`src/include/sync_hold_pkg.sv`:
```
// Purpose: Shared constants and carrier types for the sync-hold block.
// Assumes: 250 MHz system clock; blocks arrive as decoded strobes.
// Notes:   Times are kept in their own units with derived cycle counts.
package sync_hold_pkg;

    localparam int unsigned CLOCK_HZ      = 250_000_000;
    localparam int unsigned DAV_HOLD_US   = 10_000;
    localparam int unsigned DAV_HOLD_CYC  = CLOCK_HZ / 1_000_000 * DAV_HOLD_US;
    localparam int unsigned CNT_W         = 6;
    localparam int unsigned FIFO_W        = 32;
    localparam int unsigned FIFO_D        = 4;
    localparam logic [5:0]  CNT_RESET     = 6'h00;
    localparam logic [1:0]  CORR_NONE     = 2'h0;
    localparam logic [1:0]  CORR_TWO      = 2'h1;
    localparam logic [1:0]  CORR_FIVE     = 2'h2;
    localparam logic [1:0]  CORR_STRICT   = 2'h3;
    localparam logic [1:0]  AVAIL_STD     = 2'h0;
    localparam logic [1:0]  AVAIL_FAST_PI = 2'h1;
    localparam logic [1:0]  AVAIL_REDUCED = 2'h2;
    localparam logic [1:0]  AVAIL_BYPASS  = 2'h3;
    localparam logic [1:0]  ERR_CLEAN     = 2'h0;
    localparam logic [1:0]  ERR_FIX2      = 2'h1;
    localparam logic [1:0]  ERR_FIX5      = 2'h2;
    localparam logic [1:0]  ERR_BAD       = 2'h3;
    localparam logic [2:0]  ID_A          = 3'h0;
    localparam logic [2:0]  ID_C_PRIME    = 3'h4;

    // One decoded block from the syndrome stage.
    typedef struct packed {
        logic [15:0] info;
        logic [2:0]  id;
        logic [1:0]  err;
    } block_type;

    // Word held for the controller: one info plus its id, error class and status.
    typedef struct packed {
        logic [15:0] info;
        logic [2:0]  id;
        logic [1:0]  err;
        logic        synced;
        logic [9:0]  spare;
    } out_word_type;

    typedef enum logic [2:0] {
        ST_SEARCH = 3'b001,
        ST_SYNC   = 3'b010,
        ST_RESTART = 3'b100
    } sync_state_type;

endpackage : sync_hold_pkg

```
`src/sync_hold.sv`:
```
// Purpose: Flywheel, restart, correction modes and data-available pacing.
// Assumes: Block strobes come from the syndrome stage with error class.
// Notes:   The FIFO paces words to the controller's read port.
module sync_hold
    import sync_hold_pkg::*;
(
    input  wire logic                      clock,
    input  wire logic                      rstn,
    input  wire logic                      power_reset_n,
    input  wire sync_hold_pkg::block_type  block_in,
    input  wire logic                      block_strobe,
    input  wire logic                      pair_seen,
    input  wire logic                      bit_slip_detected,
    input  wire logic [1:0]                slip_match,
    input  wire logic                      restart_search_ctrl,
    input  wire logic                      corr_mode_bit0,
    input  wire logic                      corr_mode_bit1,
    input  wire logic                      avail_mode_bit0,
    input  wire logic                      avail_mode_bit1,
    input  wire logic [5:0]                good_block_threshold,
    input  wire logic [5:0]                loss_bad_block_threshold,
    input  wire logic                      status_read,
    input  wire logic                      word_ready,
    output logic                           synced,
    output logic                           data_avail_n,
    output logic                           overflow_flag,
    output logic                           output_select,
    output logic                           restart_clear_pulse,
    output logic                           search_restart,
    output logic [1:0]                     slip_shift,
    output logic [5:0]                     good_count,
    output logic [5:0]                     bad_count,
    output logic [1:0]                     block_class,
    output sync_hold_pkg::out_word_type    word_out,
    output logic                           word_valid
);
    import sync_hold_pkg::*;

    // ------------------------------------------------------------
    // Block classification
    // ------------------------------------------------------------
    logic [1:0] corr_mode, avail_mode;
    logic       blk_good, blk_search_ok;

    assign corr_mode  = {corr_mode_bit1, corr_mode_bit0};
    assign avail_mode = {avail_mode_bit1, avail_mode_bit0};

    // Decides whether a block counts as valid under a correction mode.
    function automatic logic is_valid(input logic [1:0] mode,
                                      input logic [1:0] err,
                                      input logic       locked);
        logic ok;
        ok = 1'b0;
        unique case (mode)
            CORR_NONE:   ok = (err == ERR_CLEAN);
            CORR_TWO:    ok = (err == ERR_CLEAN) || (err == ERR_FIX2);
            CORR_FIVE:   ok = (err != ERR_BAD);
            CORR_STRICT: ok = locked ? (err != ERR_BAD)
                                     : (err == ERR_CLEAN);
        endcase
        return ok;
    endfunction : is_valid

    assign blk_good      = is_valid(corr_mode, block_in.err, 1'b1);
    assign blk_search_ok = is_valid(corr_mode, block_in.err, 1'b0);

    // ------------------------------------------------------------
    // Lock state and flywheel counters
    // ------------------------------------------------------------
    sync_state_type state_q, state_d;
    logic [5:0] good_q, good_d, bad_q, bad_d;
    logic       loss_d, clr_pulse_d, clr_pulse_q;
    logic [1:0] slip_q, slip_d;

    always_comb begin
        state_d     = state_q;
        good_d      = good_q;
        bad_d       = bad_q;
        loss_d      = 1'b0;
        clr_pulse_d = 1'b0;
        slip_d      = 2'h0;
        unique case (state_q)
            ST_SEARCH: begin
                if (restart_search_ctrl) begin
                    state_d = ST_RESTART;
                end else if (block_strobe && pair_seen
                             && blk_search_ok) begin
                    state_d = ST_SYNC;
                end
            end
            ST_SYNC: begin
                if (restart_search_ctrl) begin
                    state_d = ST_RESTART;
                    good_d  = CNT_RESET;
                    bad_d   = CNT_RESET;
                end else begin
                    if (bit_slip_detected) begin
                        slip_d = slip_match;
                    end
                    if (block_strobe) begin
                        if (blk_good) begin
                            good_d = good_q + 6'h01;
                        end else begin
                            bad_d = bad_q + 6'h01;
                        end
                    end
                    if (bad_d == loss_bad_block_threshold
                        && block_strobe && !blk_good) begin
                        state_d = ST_SEARCH;
                        good_d  = CNT_RESET;
                        bad_d   = CNT_RESET;
                        loss_d  = 1'b1;
                    end else if (good_d == good_block_threshold
                                 && block_strobe && blk_good) begin
                        good_d = CNT_RESET;
                        bad_d  = CNT_RESET;
                    end
                end
            end
            ST_RESTART: begin
                // One cycle here lets the search logic see the restart.
                state_d     = ST_SEARCH;
                good_d      = CNT_RESET;
                bad_d       = CNT_RESET;
                clr_pulse_d = 1'b1;
            end
        endcase
    end

    always_ff @(posedge clock or negedge rstn) begin
        if (!rstn) begin
            state_q     <= ST_SEARCH;
            good_q      <= CNT_RESET;
            bad_q       <= CNT_RESET;
            clr_pulse_q <= 1'b0;
            slip_q      <= 2'h0;
        end else begin
            state_q     <= state_d;
            good_q      <= good_d;
            bad_q       <= bad_d;
            clr_pulse_q <= clr_pulse_d;
            slip_q      <= slip_d;
        end
    end

    // ------------------------------------------------------------
    // Data-available pacing, overflow and power reset
    // ------------------------------------------------------------
    logic        locked, present, pair_q, pair_d;
    logic        dav_q, dav_d, ovf_q, ovf_d, pwr_q, pwr_d;
    logic [31:0] hold_q, hold_d;
    logic        fifo_ready, fifo_push;
    out_word_type word_d;

    assign locked = (state_q == ST_SYNC);

    always_comb begin
        present = 1'b0;
        pair_d  = pair_q;
        pwr_d   = pwr_q;
        if (avail_mode != AVAIL_BYPASS) begin
            if (locked && block_strobe) begin
                if (avail_mode == AVAIL_REDUCED) begin
                    pair_d  = !pair_q;
                    present = pair_q;
                end else begin
                    present = 1'b1;
                end
            end else if (!locked && block_strobe) begin
                if (avail_mode == AVAIL_FAST_PI && blk_search_ok
                    && (block_in.id == ID_A
                        || block_in.id == ID_C_PRIME)) begin
                    present = 1'b1;
                end
                if (pair_seen && blk_search_ok) begin
                    present = 1'b1;
                end
            end
            if (loss_d || pwr_q) begin
                present = 1'b1;
                pwr_d   = 1'b0;
            end
        end
        if (!locked) begin
            pair_d = 1'b0;
        end
        // A fresh reset beats the report taken in this cycle.
        if (!power_reset_n) begin
            pwr_d = 1'b1;
        end
    end

    always_comb begin
        dav_d     = dav_q;
        hold_d    = hold_q;
        ovf_d     = ovf_q;
        fifo_push = 1'b0;
        if (dav_q) begin
            if (hold_q == 32'h0 || status_read) begin
                dav_d = 1'b0;
            end else begin
                hold_d = hold_q - 32'h1;
            end
        end
        if (locked && block_strobe && !fifo_ready) begin
            ovf_d = 1'b1;
        end
        if (present && !dav_q && !ovf_q && fifo_ready) begin
            fifo_push = 1'b1;
            dav_d     = 1'b1;
            hold_d    = DAV_HOLD_CYC - 1;
        end
        if (status_read && !(locked && block_strobe
                             && !fifo_ready)) begin
            ovf_d = 1'b0;
        end
        if (state_q == ST_RESTART) begin
            ovf_d = 1'b0;
        end
        word_d.info   = block_in.info;
        word_d.id     = block_in.id;
        word_d.err    = block_in.err;
        word_d.synced = locked;
        word_d.spare  = 10'h000;
    end

    always_ff @(posedge clock or negedge rstn) begin
        if (!rstn) begin
            dav_q  <= 1'b0;
            hold_q <= 32'h0;
            ovf_q  <= 1'b0;
            pair_q <= 1'b0;
            pwr_q  <= 1'b1;
        end else begin
            dav_q  <= dav_d;
            hold_q <= hold_d;
            ovf_q  <= ovf_d;
            pair_q <= pair_d;
            pwr_q  <= pwr_d;
        end
    end

    // ------------------------------------------------------------
    // Word buffer toward the controller
    // ------------------------------------------------------------
    // Words stay queued until read or flushed by a restart, so they remain
    // readable beyond the release of data-available.
    out_word_type fifo_out;
    logic         fifo_valid;
    out_word_type word_out_d;
    logic         word_valid_d, fifo_take;

    word_fifo #(
        .WIDTH (FIFO_W),
        .DEPTH (FIFO_D)
    ) u_fifo (
        .clock     (clock),
        .rstn      (rstn),
        .flush     (state_q == ST_RESTART),
        .in_data   (word_d),
        .in_valid  (fifo_push),
        .in_ready  (fifo_ready),
        .out_data  (fifo_out),
        .out_valid (fifo_valid),
        .out_ready (fifo_take)
    );

    // The head moves on only when the output register is free or taken.
    always_comb begin
        fifo_take    = fifo_valid && (!word_valid || word_ready);
        word_out_d   = word_out;
        word_valid_d = word_valid && !word_ready;
        if (fifo_take) begin
            word_out_d   = fifo_out;
            word_valid_d = 1'b1;
        end
    end

    // ------------------------------------------------------------
    // Registered outputs
    // ------------------------------------------------------------
    always_ff @(posedge clock or negedge rstn) begin
        if (!rstn) begin
            synced              <= 1'b0;
            data_avail_n        <= 1'b1;
            overflow_flag       <= 1'b0;
            output_select       <= 1'b1;
            restart_clear_pulse <= 1'b0;
            search_restart      <= 1'b0;
            slip_shift          <= 2'h0;
            good_count          <= CNT_RESET;
            bad_count           <= CNT_RESET;
            block_class         <= 2'h0;
            word_out            <= '0;
            word_valid          <= 1'b0;
        end else begin
            synced              <= (state_d == ST_SYNC);
            data_avail_n        <= !dav_d;
            overflow_flag       <= ovf_d;
            output_select       <= (avail_mode != AVAIL_BYPASS);
            restart_clear_pulse <= clr_pulse_d;
            search_restart      <= clr_pulse_d || loss_d;
            slip_shift          <= slip_d;
            good_count          <= good_d;
            bad_count           <= bad_d;
            block_class         <= {blk_good, blk_search_ok};
            word_out            <= word_out_d;
            word_valid          <= word_valid_d;
        end
    end

endmodule : sync_hold

```
`src/word_fifo.sv`:
```
// Purpose: Small valid/ready FIFO holding words for the controller.
// Assumes: Single clock; width and depth are parameters.
// Notes:   Full and empty are exact; only a full count stalls the filling side.
module word_fifo #(
    parameter int unsigned WIDTH = 32,
    parameter int unsigned DEPTH = 4
) (
    input  wire logic             clock,
    input  wire logic             rstn,
    input  wire logic             flush,
    input  wire logic [WIDTH-1:0] in_data,
    input  wire logic             in_valid,
    output logic                  in_ready,
    output logic [WIDTH-1:0]      out_data,
    output logic                  out_valid,
    input  wire logic             out_ready
);
    localparam int unsigned AW = $clog2(DEPTH);

    logic [WIDTH-1:0] mem_q [DEPTH];
    logic [AW-1:0]    wr_q, wr_d, rd_q, rd_d;
    logic [AW:0]      cnt_q, cnt_d;
    logic             push, pop;

    always_comb begin
        push = in_valid && in_ready;
        pop  = out_valid && out_ready;
        wr_d = wr_q;
        rd_d = rd_q;
        cnt_d = cnt_q;
        if (push) begin
            wr_d = wr_q + 1'b1;
        end
        if (pop) begin
            rd_d = rd_q + 1'b1;
        end
        if (push && !pop) begin
            cnt_d = cnt_q + 1'b1;
        end else if (pop && !push) begin
            cnt_d = cnt_q - 1'b1;
        end
        if (flush) begin
            wr_d  = '0;
            rd_d  = '0;
            cnt_d = '0;
        end
    end

    always_ff @(posedge clock or negedge rstn) begin
        if (!rstn) begin
            wr_q  <= '0;
            rd_q  <= '0;
            cnt_q <= '0;
        end else begin
            wr_q  <= wr_d;
            rd_q  <= rd_d;
            cnt_q <= cnt_d;
        end
    end

    always_ff @(posedge clock) begin
        if (push) begin
            mem_q[wr_q] <= in_data;
        end
    end

    assign in_ready  = (cnt_q != (AW+1)'(DEPTH));
    assign out_valid = (cnt_q != '0);
    assign out_data  = mem_q[rd_q];

endmodule : word_fifo

```
`config.mk`:
```
export PLATFORM = sky130hd
export DESIGN_NAME = sync_hold
export DESIGN_NICKNAME = d
export VERILOG_FILES = /design/src/include/sync_hold_pkg.sv /design/src/sync_hold.sv /design/src/word_fifo.sv
export SDC_FILE = /design/constraint.sdc
export NUM_CORES = 1
export LEC_CHECK = 0
export BUFFER_PORTS_ARGS = -buffer_cell sky130_fd_sc_hd__buf_2
export CAP_MARGIN = 15
export CELL_PAD_IN_SITES_DETAIL_PLACEMENT = 1
export CELL_PAD_IN_SITES_GLOBAL_PLACEMENT = 2
export CORE_MARGIN = 2
export CORE_UTILIZATION = 35
export CTS_BUF_LIST = sky130_fd_sc_hd__clkbuf_4
export CTS_CLUSTER_SIZE = 10
export DETAILED_ROUTE_END_ITERATION = 8
export GPL_TIMING_DRIVEN = 0
export PLACE_DENSITY = 0.72
export SKIP_CTS_REPAIR_TIMING = 1
export SLEW_MARGIN = 30
export SYNTH_ARGS = -nofsm -noshare
export SYNTH_HDL_FRONTEND = slang
export SYNTH_SLANG_ARGS = --single-unit
export TNS_END_PERCENT = 5
```
`constraint.sdc`:
```
create_clock -name clock -period 3.1 [get_ports clock]
set_input_delay 0.31 -clock clock [delete_from_list [all_inputs] [get_ports clock]]
set_output_delay 0.31 -clock clock [all_outputs]
set_load 0.005 [all_outputs]
```
### Word-level counts from Yosys, hierarchy flattened

Memory sizes are Yosys's and may differ from the RTL's. A register that Yosys moved wholly into a read port is not among the register bits.
Cells that the tools add are included.

| cells by class | value |
|---|---|
| add/sub/neg operators | 7 |
| equal/unequal tests | 22 |
| mux-type cells | 64 |
| reduce and logical (&&, ||, !) cells | 57 |

Operators by type and width:

| kind | count |
|---|---|
| 32-bit 2-to-1 mux | 3 |
| 6-bit 2-to-1 mux | 14 |
| 32-bit logical NOT | 1 |
| 32-bit by 1-bit subtractor with 32-bit output (second input constant) | 1 |
| 1-bit 2-to-1 mux | 28 |
| 6-bit one-hot mux with 2 select lines | 2 |
| 1-bit logical AND | 22 |
| 3-bit 2-to-1 mux | 7 |
| 2-bit 2-to-1 mux | 7 |
| 1-bit logical NOT | 13 |
| 6-bit by 1-bit adder with 6-bit output (second input constant) | 2 |
| 6-bit == test | 2 |
| 2-bit by 1-bit inequality test with 1-bit output (second input constant) | 6 |
| 3-bit one-hot mux with 3 select lines | 1 |
| 3-bit nonzero test | 3 |
| 2-bit nonzero test | 4 |
| 2-bit by 1-bit == test with 1-bit output (second input constant) | 3 |
| 2-bit == test (second input constant) | 3 |
| 3-bit by 2-bit == test with 1-bit output (second input constant) | 2 |
| 3-bit == test (second input constant) | 2 |
| 1-bit logical OR | 6 |
| 1-bit one-hot mux with 3 select lines | 2 |
| 2-bit by 1-bit adder with 2-bit output (second input constant) | 2 |
| 2-bit logical NOT | 2 |
| 9 further kinds | 12 |

| storage, ports and cells | value |
|---|---|
| bits in registers | 78 |
| bits in writable memories | 88 |
| memories | 1 |

Memories:

| memory | depth | bits a word | rd ports | clocked after Yosys merged registers in | wr ports | line | text |
|---|---|---|---|---|---|---|---|
| u_fifo.mem_q | 4 | 22 | 1 | 1 | 1 | word_fifo.sv:20 | `logic [WIDTH-1:0] mem_q [DEPTH];` |

### Logic depth before layout (Yosys ltp)

| depth | value |
|---|---|
| depth after elaboration | 26 |
| depth in mapped cells | 16 |

### Modules after synthesis

Synthesis repeated with hierarchy kept, for this count alone.

| unflattened totals | value |
|---|---|
| cell total of the unflattened synthesis | 666 |
| area, all modules | 9855.7 um^2 |

By module, submodules not included:

| module | instances | cells each | area each (um^2) | seq. area each (um^2) |
|---|---|---|---|---|
| word_fifo | 1 | 228 | 5143.7 | 4018.9 |
| sync_hold | 1 | 438 | 4712.0 | 2332.2 |

### Worst setup path before layout

No wires, ideal clock.

| timing path | value |
|---|---|
| path type | input to register |
| start point | in corr_mode_bit0 |
| end point | reg u_fifo.cnt_q[2] |
| library setup time | 0.078 ns |
| data arrival time | 3.209 ns |
| data required time | 3.022 ns |
| setup slack | -0.187 ns |
| stages | 16 |
| cell sequence | inv_1 ha_1 nor3_1 o221ai_1 nor2_1 mux2i_1 o211a_1 nor2_2 inv_2 buf_2 ha_1 inv_1 fa_1 xor2_1 or3_1 a21oi_1 |

| on the way | value |
|---|---|
| word-level cells in the longest chain between the ends | 24 |

RTL lines:

| item | line | text |
|---|---|---|
| start, declared | sync_hold.sv:16 | `input wire logic corr_mode_bit0,` |
| 2-bit == test | sync_hold.sv:54 | `unique case (mode)` |
| 2-bit OR reduction (no line) | -- |  |
| 1-bit one-hot mux with 3 select lines | sync_hold.sv:54 |  |
| 6-bit 2-to-1 mux | sync_hold.sv:101 | `if (blk_good) begin` |
| 6-bit 2-to-1 mux | sync_hold.sv:100 | `if (block_strobe) begin` |
| 6-bit 2-to-1 mux | sync_hold.sv:92 | `if (restart_search_ctrl) begin` |
| 6-bit 2-to-1 mux | sync_hold.sv:82 | `unique case (state_q)` |
| 6-bit == test | sync_hold.sv:107 | `if (bad_d == loss_bad_block_threshold` |
| (+6 left out) | -- |  |
| 1-bit 2-to-1 mux * | sync_hold.sv:179 | `if (loss_d \|\| pwr_q) begin` |
| 1-bit 2-to-1 mux * | sync_hold.sv:161 | `if (avail_mode != AVAIL_BYPASS) begin` |
| 1-bit logical AND * (3 in a row) | sync_hold.sv:208 | `if (present && !dav_q && !ovf_q && fifo_ready) begin` |
| 1-bit 2-to-1 mux * | sync_hold.sv:208 |  |
| 1-bit logical AND * | word_fifo.sv:26 | `push = in_valid && in_ready;` |
| 1-bit logical AND / 1-bit logical NOT (equally long branches) | word_fifo.sv:37, word_fifo.sv:39 |  |
| 3-bit 2-to-1 mux / 1-bit logical AND (equally long branches) | word_fifo.sv:37, word_fifo.sv:39 |  |
| 3-bit 2-to-1 mux / 3-bit nonzero test (equally long branches) | -- |  |
| end signal, assigned | word_fifo.sv:57 | `cnt_q <= cnt_d;` |
| end, declared | word_fifo.sv:22 | `logic [AW:0] cnt_q, cnt_d;` |

Mark *: on every way between the ends. The rest lies on a longest branch, timed or not. The select of a mux whose other input is x is not followed.
A chain may end at the register's enable or synchronous reset.

==> flow_summary.yaml <==
run_status:
  status: "complete, but fails checks"
  failed_checks: "negative setup slack"
detailed_routing:
  wl_met1_um: 8470
  wl_met2_um: 9610
  route.detailed.drc: 0
  drt_iter0_drc: 232
  viasPerCell: 5.03
  ant_nets: 0
  vias: 5255
  wl_per_cell_um: 18.0
  totalWireLength_um: 18800
  topRoutingLayerUsed: "met4"
  met3WireLength_um: 539
  dr.pass1.iters: 4
finish:
  mostFrequentLayoutCell: "buf_2"
  layout_common_cells: "96 x buf_2, 88 x edfxtp_1, 82 x dfrtp_1, 50 x nor2_1, 37 x nand2_1"
  final_nets: 808
  area_growth_pct: 21.9
  instances_no_fill: 1045
  drive_gt1_share_pct: 33.9
  fin_area_um2: 9650
synthesis:
  synthMuxAreaShare_pct: 9.90
  synthAdderAreaFrac_pct: 2.31
  synth-compound-area-share_pct: 5.96
  synth_cell_types: 68
  ys_seq_elements: 178
  synth_edf_count: 88
  yosys.area_share.simple_pct: 11.7
  syn_inst: 577
  ys.flop_type: "edfxtp_1"
  synth-xor-area-share_pct: 5.31
  syn_area_per_cell_um2: 13.7
  ys_seq_area_share_pct: 61.9
  yosys_warnings: 0
  synth_top_family_by_area: "simple AND/OR/NAND/NOR gates"
  synth-async-reset-ratio_pct: 50.6
  syn-cell-area_um2: 7910
flow_run:
  cap_viol_max_count: 0
floorplan:
  ioPinCount: 103
  dieWidth_um: 154
  core_um2: 22400
  fp-row-count: 55
  initial_utilization_pct: 35.3
  die_y_um: 154
  die-area_um2: 23800
sta:
  fmax_mhz: 318
  maxSlewViolCount: 0
  rsz0062_at_grt: "true"
  worstMarginPinSlew_ns: 0.869
  fin_crit_sh_pct: 101
  slew-limit-headroom_pct: 42.1
  min_period_ns: 3.15
  setup_viol: 1
  finClkSkew_ns: 0.0310
  hold_viol_final: 0
  fin_ws_ns: -0.0455
placement:
  placedCellCount: 964
  place_area_um2: 8830
  portBuffers: 92
  dp_hpwl_um: 12900
  gp_congestion: 0.759
  post-place-ws_ns: -0.716
clock_tree:
  cts_htree_levels: 4
  cts_buffers: 17
  tritoncts: "done"
  clk_pin_slew_ns: 0.16
  cts_root_buf: "clkbuf_4"
  worstSkewPairLatency_ns: 0.58
  cts_buffer_depth: 2
  cts.sinks: 178
global_routing:
  grt_pass1_vias: 5627
  grt_pass1_wl_um: 30300
  grt_max_degree: 64
  grt-ovfl-total: 0
  grt_antenna_before_repair: 1
  grt_use_total_pct: 16.3
hold_path:
  hold_class: "input pin to flip-flop"
  holdCritStartpoint: "status_read"
power:
  p_leak_nw: 3.83
  ir_drop_mv: 0.235
  p_per_area_nw_per_um2: 660
setup_path:
  worstSetupStartpointType: "flip-flop"
  cp_common_cell: "inv_2"
  worstPathCellList: "or3_1, a311o_1, mux2i_2, o211a_4, nor2_4, inv_2, buf_8, ha_4, inv_2, fa_2, xor2_2, or3_4, a21oi_2"
  slowest_stage: "dfrtp_2"
  criticalPathCategory: "flip-flop to flip-flop"
  slowest_delay_ns: 0.49
  r2r_start: "bad_count[5]"
  crit_path_start: "bad_count[5]"
  path_max_fanout: 8
  arrival_ns: 3.66
  worstPathRequired_ns: 3.61
  end_kind: "flip-flop"
-- path summary, 6_finish.rpt --
path / endpoint / slack, ns / cells past startpoint
min in group asynchronous: word_out[29] / 0.17 / 2
worst max register to register: u_fifo.cnt_q[2] / -0.05 / 13
worst min-delay path: overflow_flag / 0.12 / 4
worst max-delay path: u_fifo.cnt_q[2] / -0.05 / 13
worst min register to register: word_out[13] / 0.53 / 1
max in group asynchronous: pwr_q / 2.23 / 3
-- cell families after synthesis --
| kind of cell | count (synthesis) |
|---|---|
| flip-flops | 178 |
| AND/OR/NAND/NOR | 173 |
| AO/OA/AOI/OAI | 66 |
| buffers and inverters | 49 |
| XOR/XNOR | 48 |
| multiplexers | 48 |
| adder cells (fa/ha/maj) | 14 |
| other | 1 |
-- per-stage QoR --
step	util (%)	hold slack [ns]	total power, mW	setup TNS (ns)
final	43.0	0.124	6.37	-0.0455
after global routing	43.0	0.108	6.77	-0.182
after CTS	40.7	-0.450	6.31	-1.93
after detailed placement	39.4	0.229	4.99	-18.39
after global placement	39.2	0.471	4.87	-54.01
after floorplan	-	0.0144	4.28	0
-- where the power goes --
| group | switching, mW | internal (mW) | leakage [nW] | total, mW |
|---|---|---|---|---|
| clock | 0.944 | 0.372 | 0.151 | 1.32 |
| sequential | 0.210 | 2.91 | 1.91 | 3.12 |
| combinational | 0.982 | 0.951 | 1.77 | 1.93 |
-- layout make-up --
cell class	instances	area, um2
antenna	1	2.50
buffer	27	158
clock buffer	17	128
clock inverter	15	164
fill	2409	12800
inverter	21	82.6
multi-input combinational	359	2910
sequential	178	4900
tap	285	357
timing repair buffer	142	942
-- critical path: cells and delay by family (launching register included) --
family / cells / cell delay, ns
AO/OA/AOI/OAI: 3 / 0.66
XOR/XNOR: 1 / 0.17
adder cells (fa/ha/maj): 2 / 0.51
buffers and inverters: 3 / 0.21
flip-flops: 1 / 0.49
multiplexers: 1 / 0.26
AND/OR/NAND/NOR: 3 / 0.77
-- cells in the mapped netlist (6+ instances only) --
cell | count | area, um2
a21oi_1 | 11 | 55.1
and3_1 | 6 | 37.5
buf_2 | 6 | 30.0
buf_4 | 10 | 75.1
clkbuf_1 | 9 | 33.8
dfrtp_1 | 86 | 2150
edfxtp_1 | 88 | 2640
ha_1 | 13 | 163
inv_1 | 20 | 75.1
mux2_2 | 22 | 248
mux4_2 | 22 | 495
nand2_1 | 37 | 139
nand3_1 | 15 | 75.1
nor2_1 | 51 | 191
nor3_1 | 12 | 60.1
o21ai_0 | 15 | 75.1
or3_1 | 10 | 62.6
xnor2_1 | 27 | 236
xor2_1 | 21 | 184
-- sequential cells by signal, summed over array words and instances (netlist names), 2 cells and up --
name,cells
bad_count,6
u_fifo.wr_q,2
good_count,6
u_fifo.rd_q,2
u_fifo.cnt_q,3
state_q,3
word_out,22
u_fifo.mem_q,88
hold_q,32
slip_shift,2
block_class,2
-- metal layers --
metal  vias up  global-route usage, %
li1       2434                      -
met3        13                   3.19
met2        99                   28.0
met1      2709                   20.8
met4         0                   5.16
met5         -                      0
No activity file was read; power rests on OpenSTA's default activity.
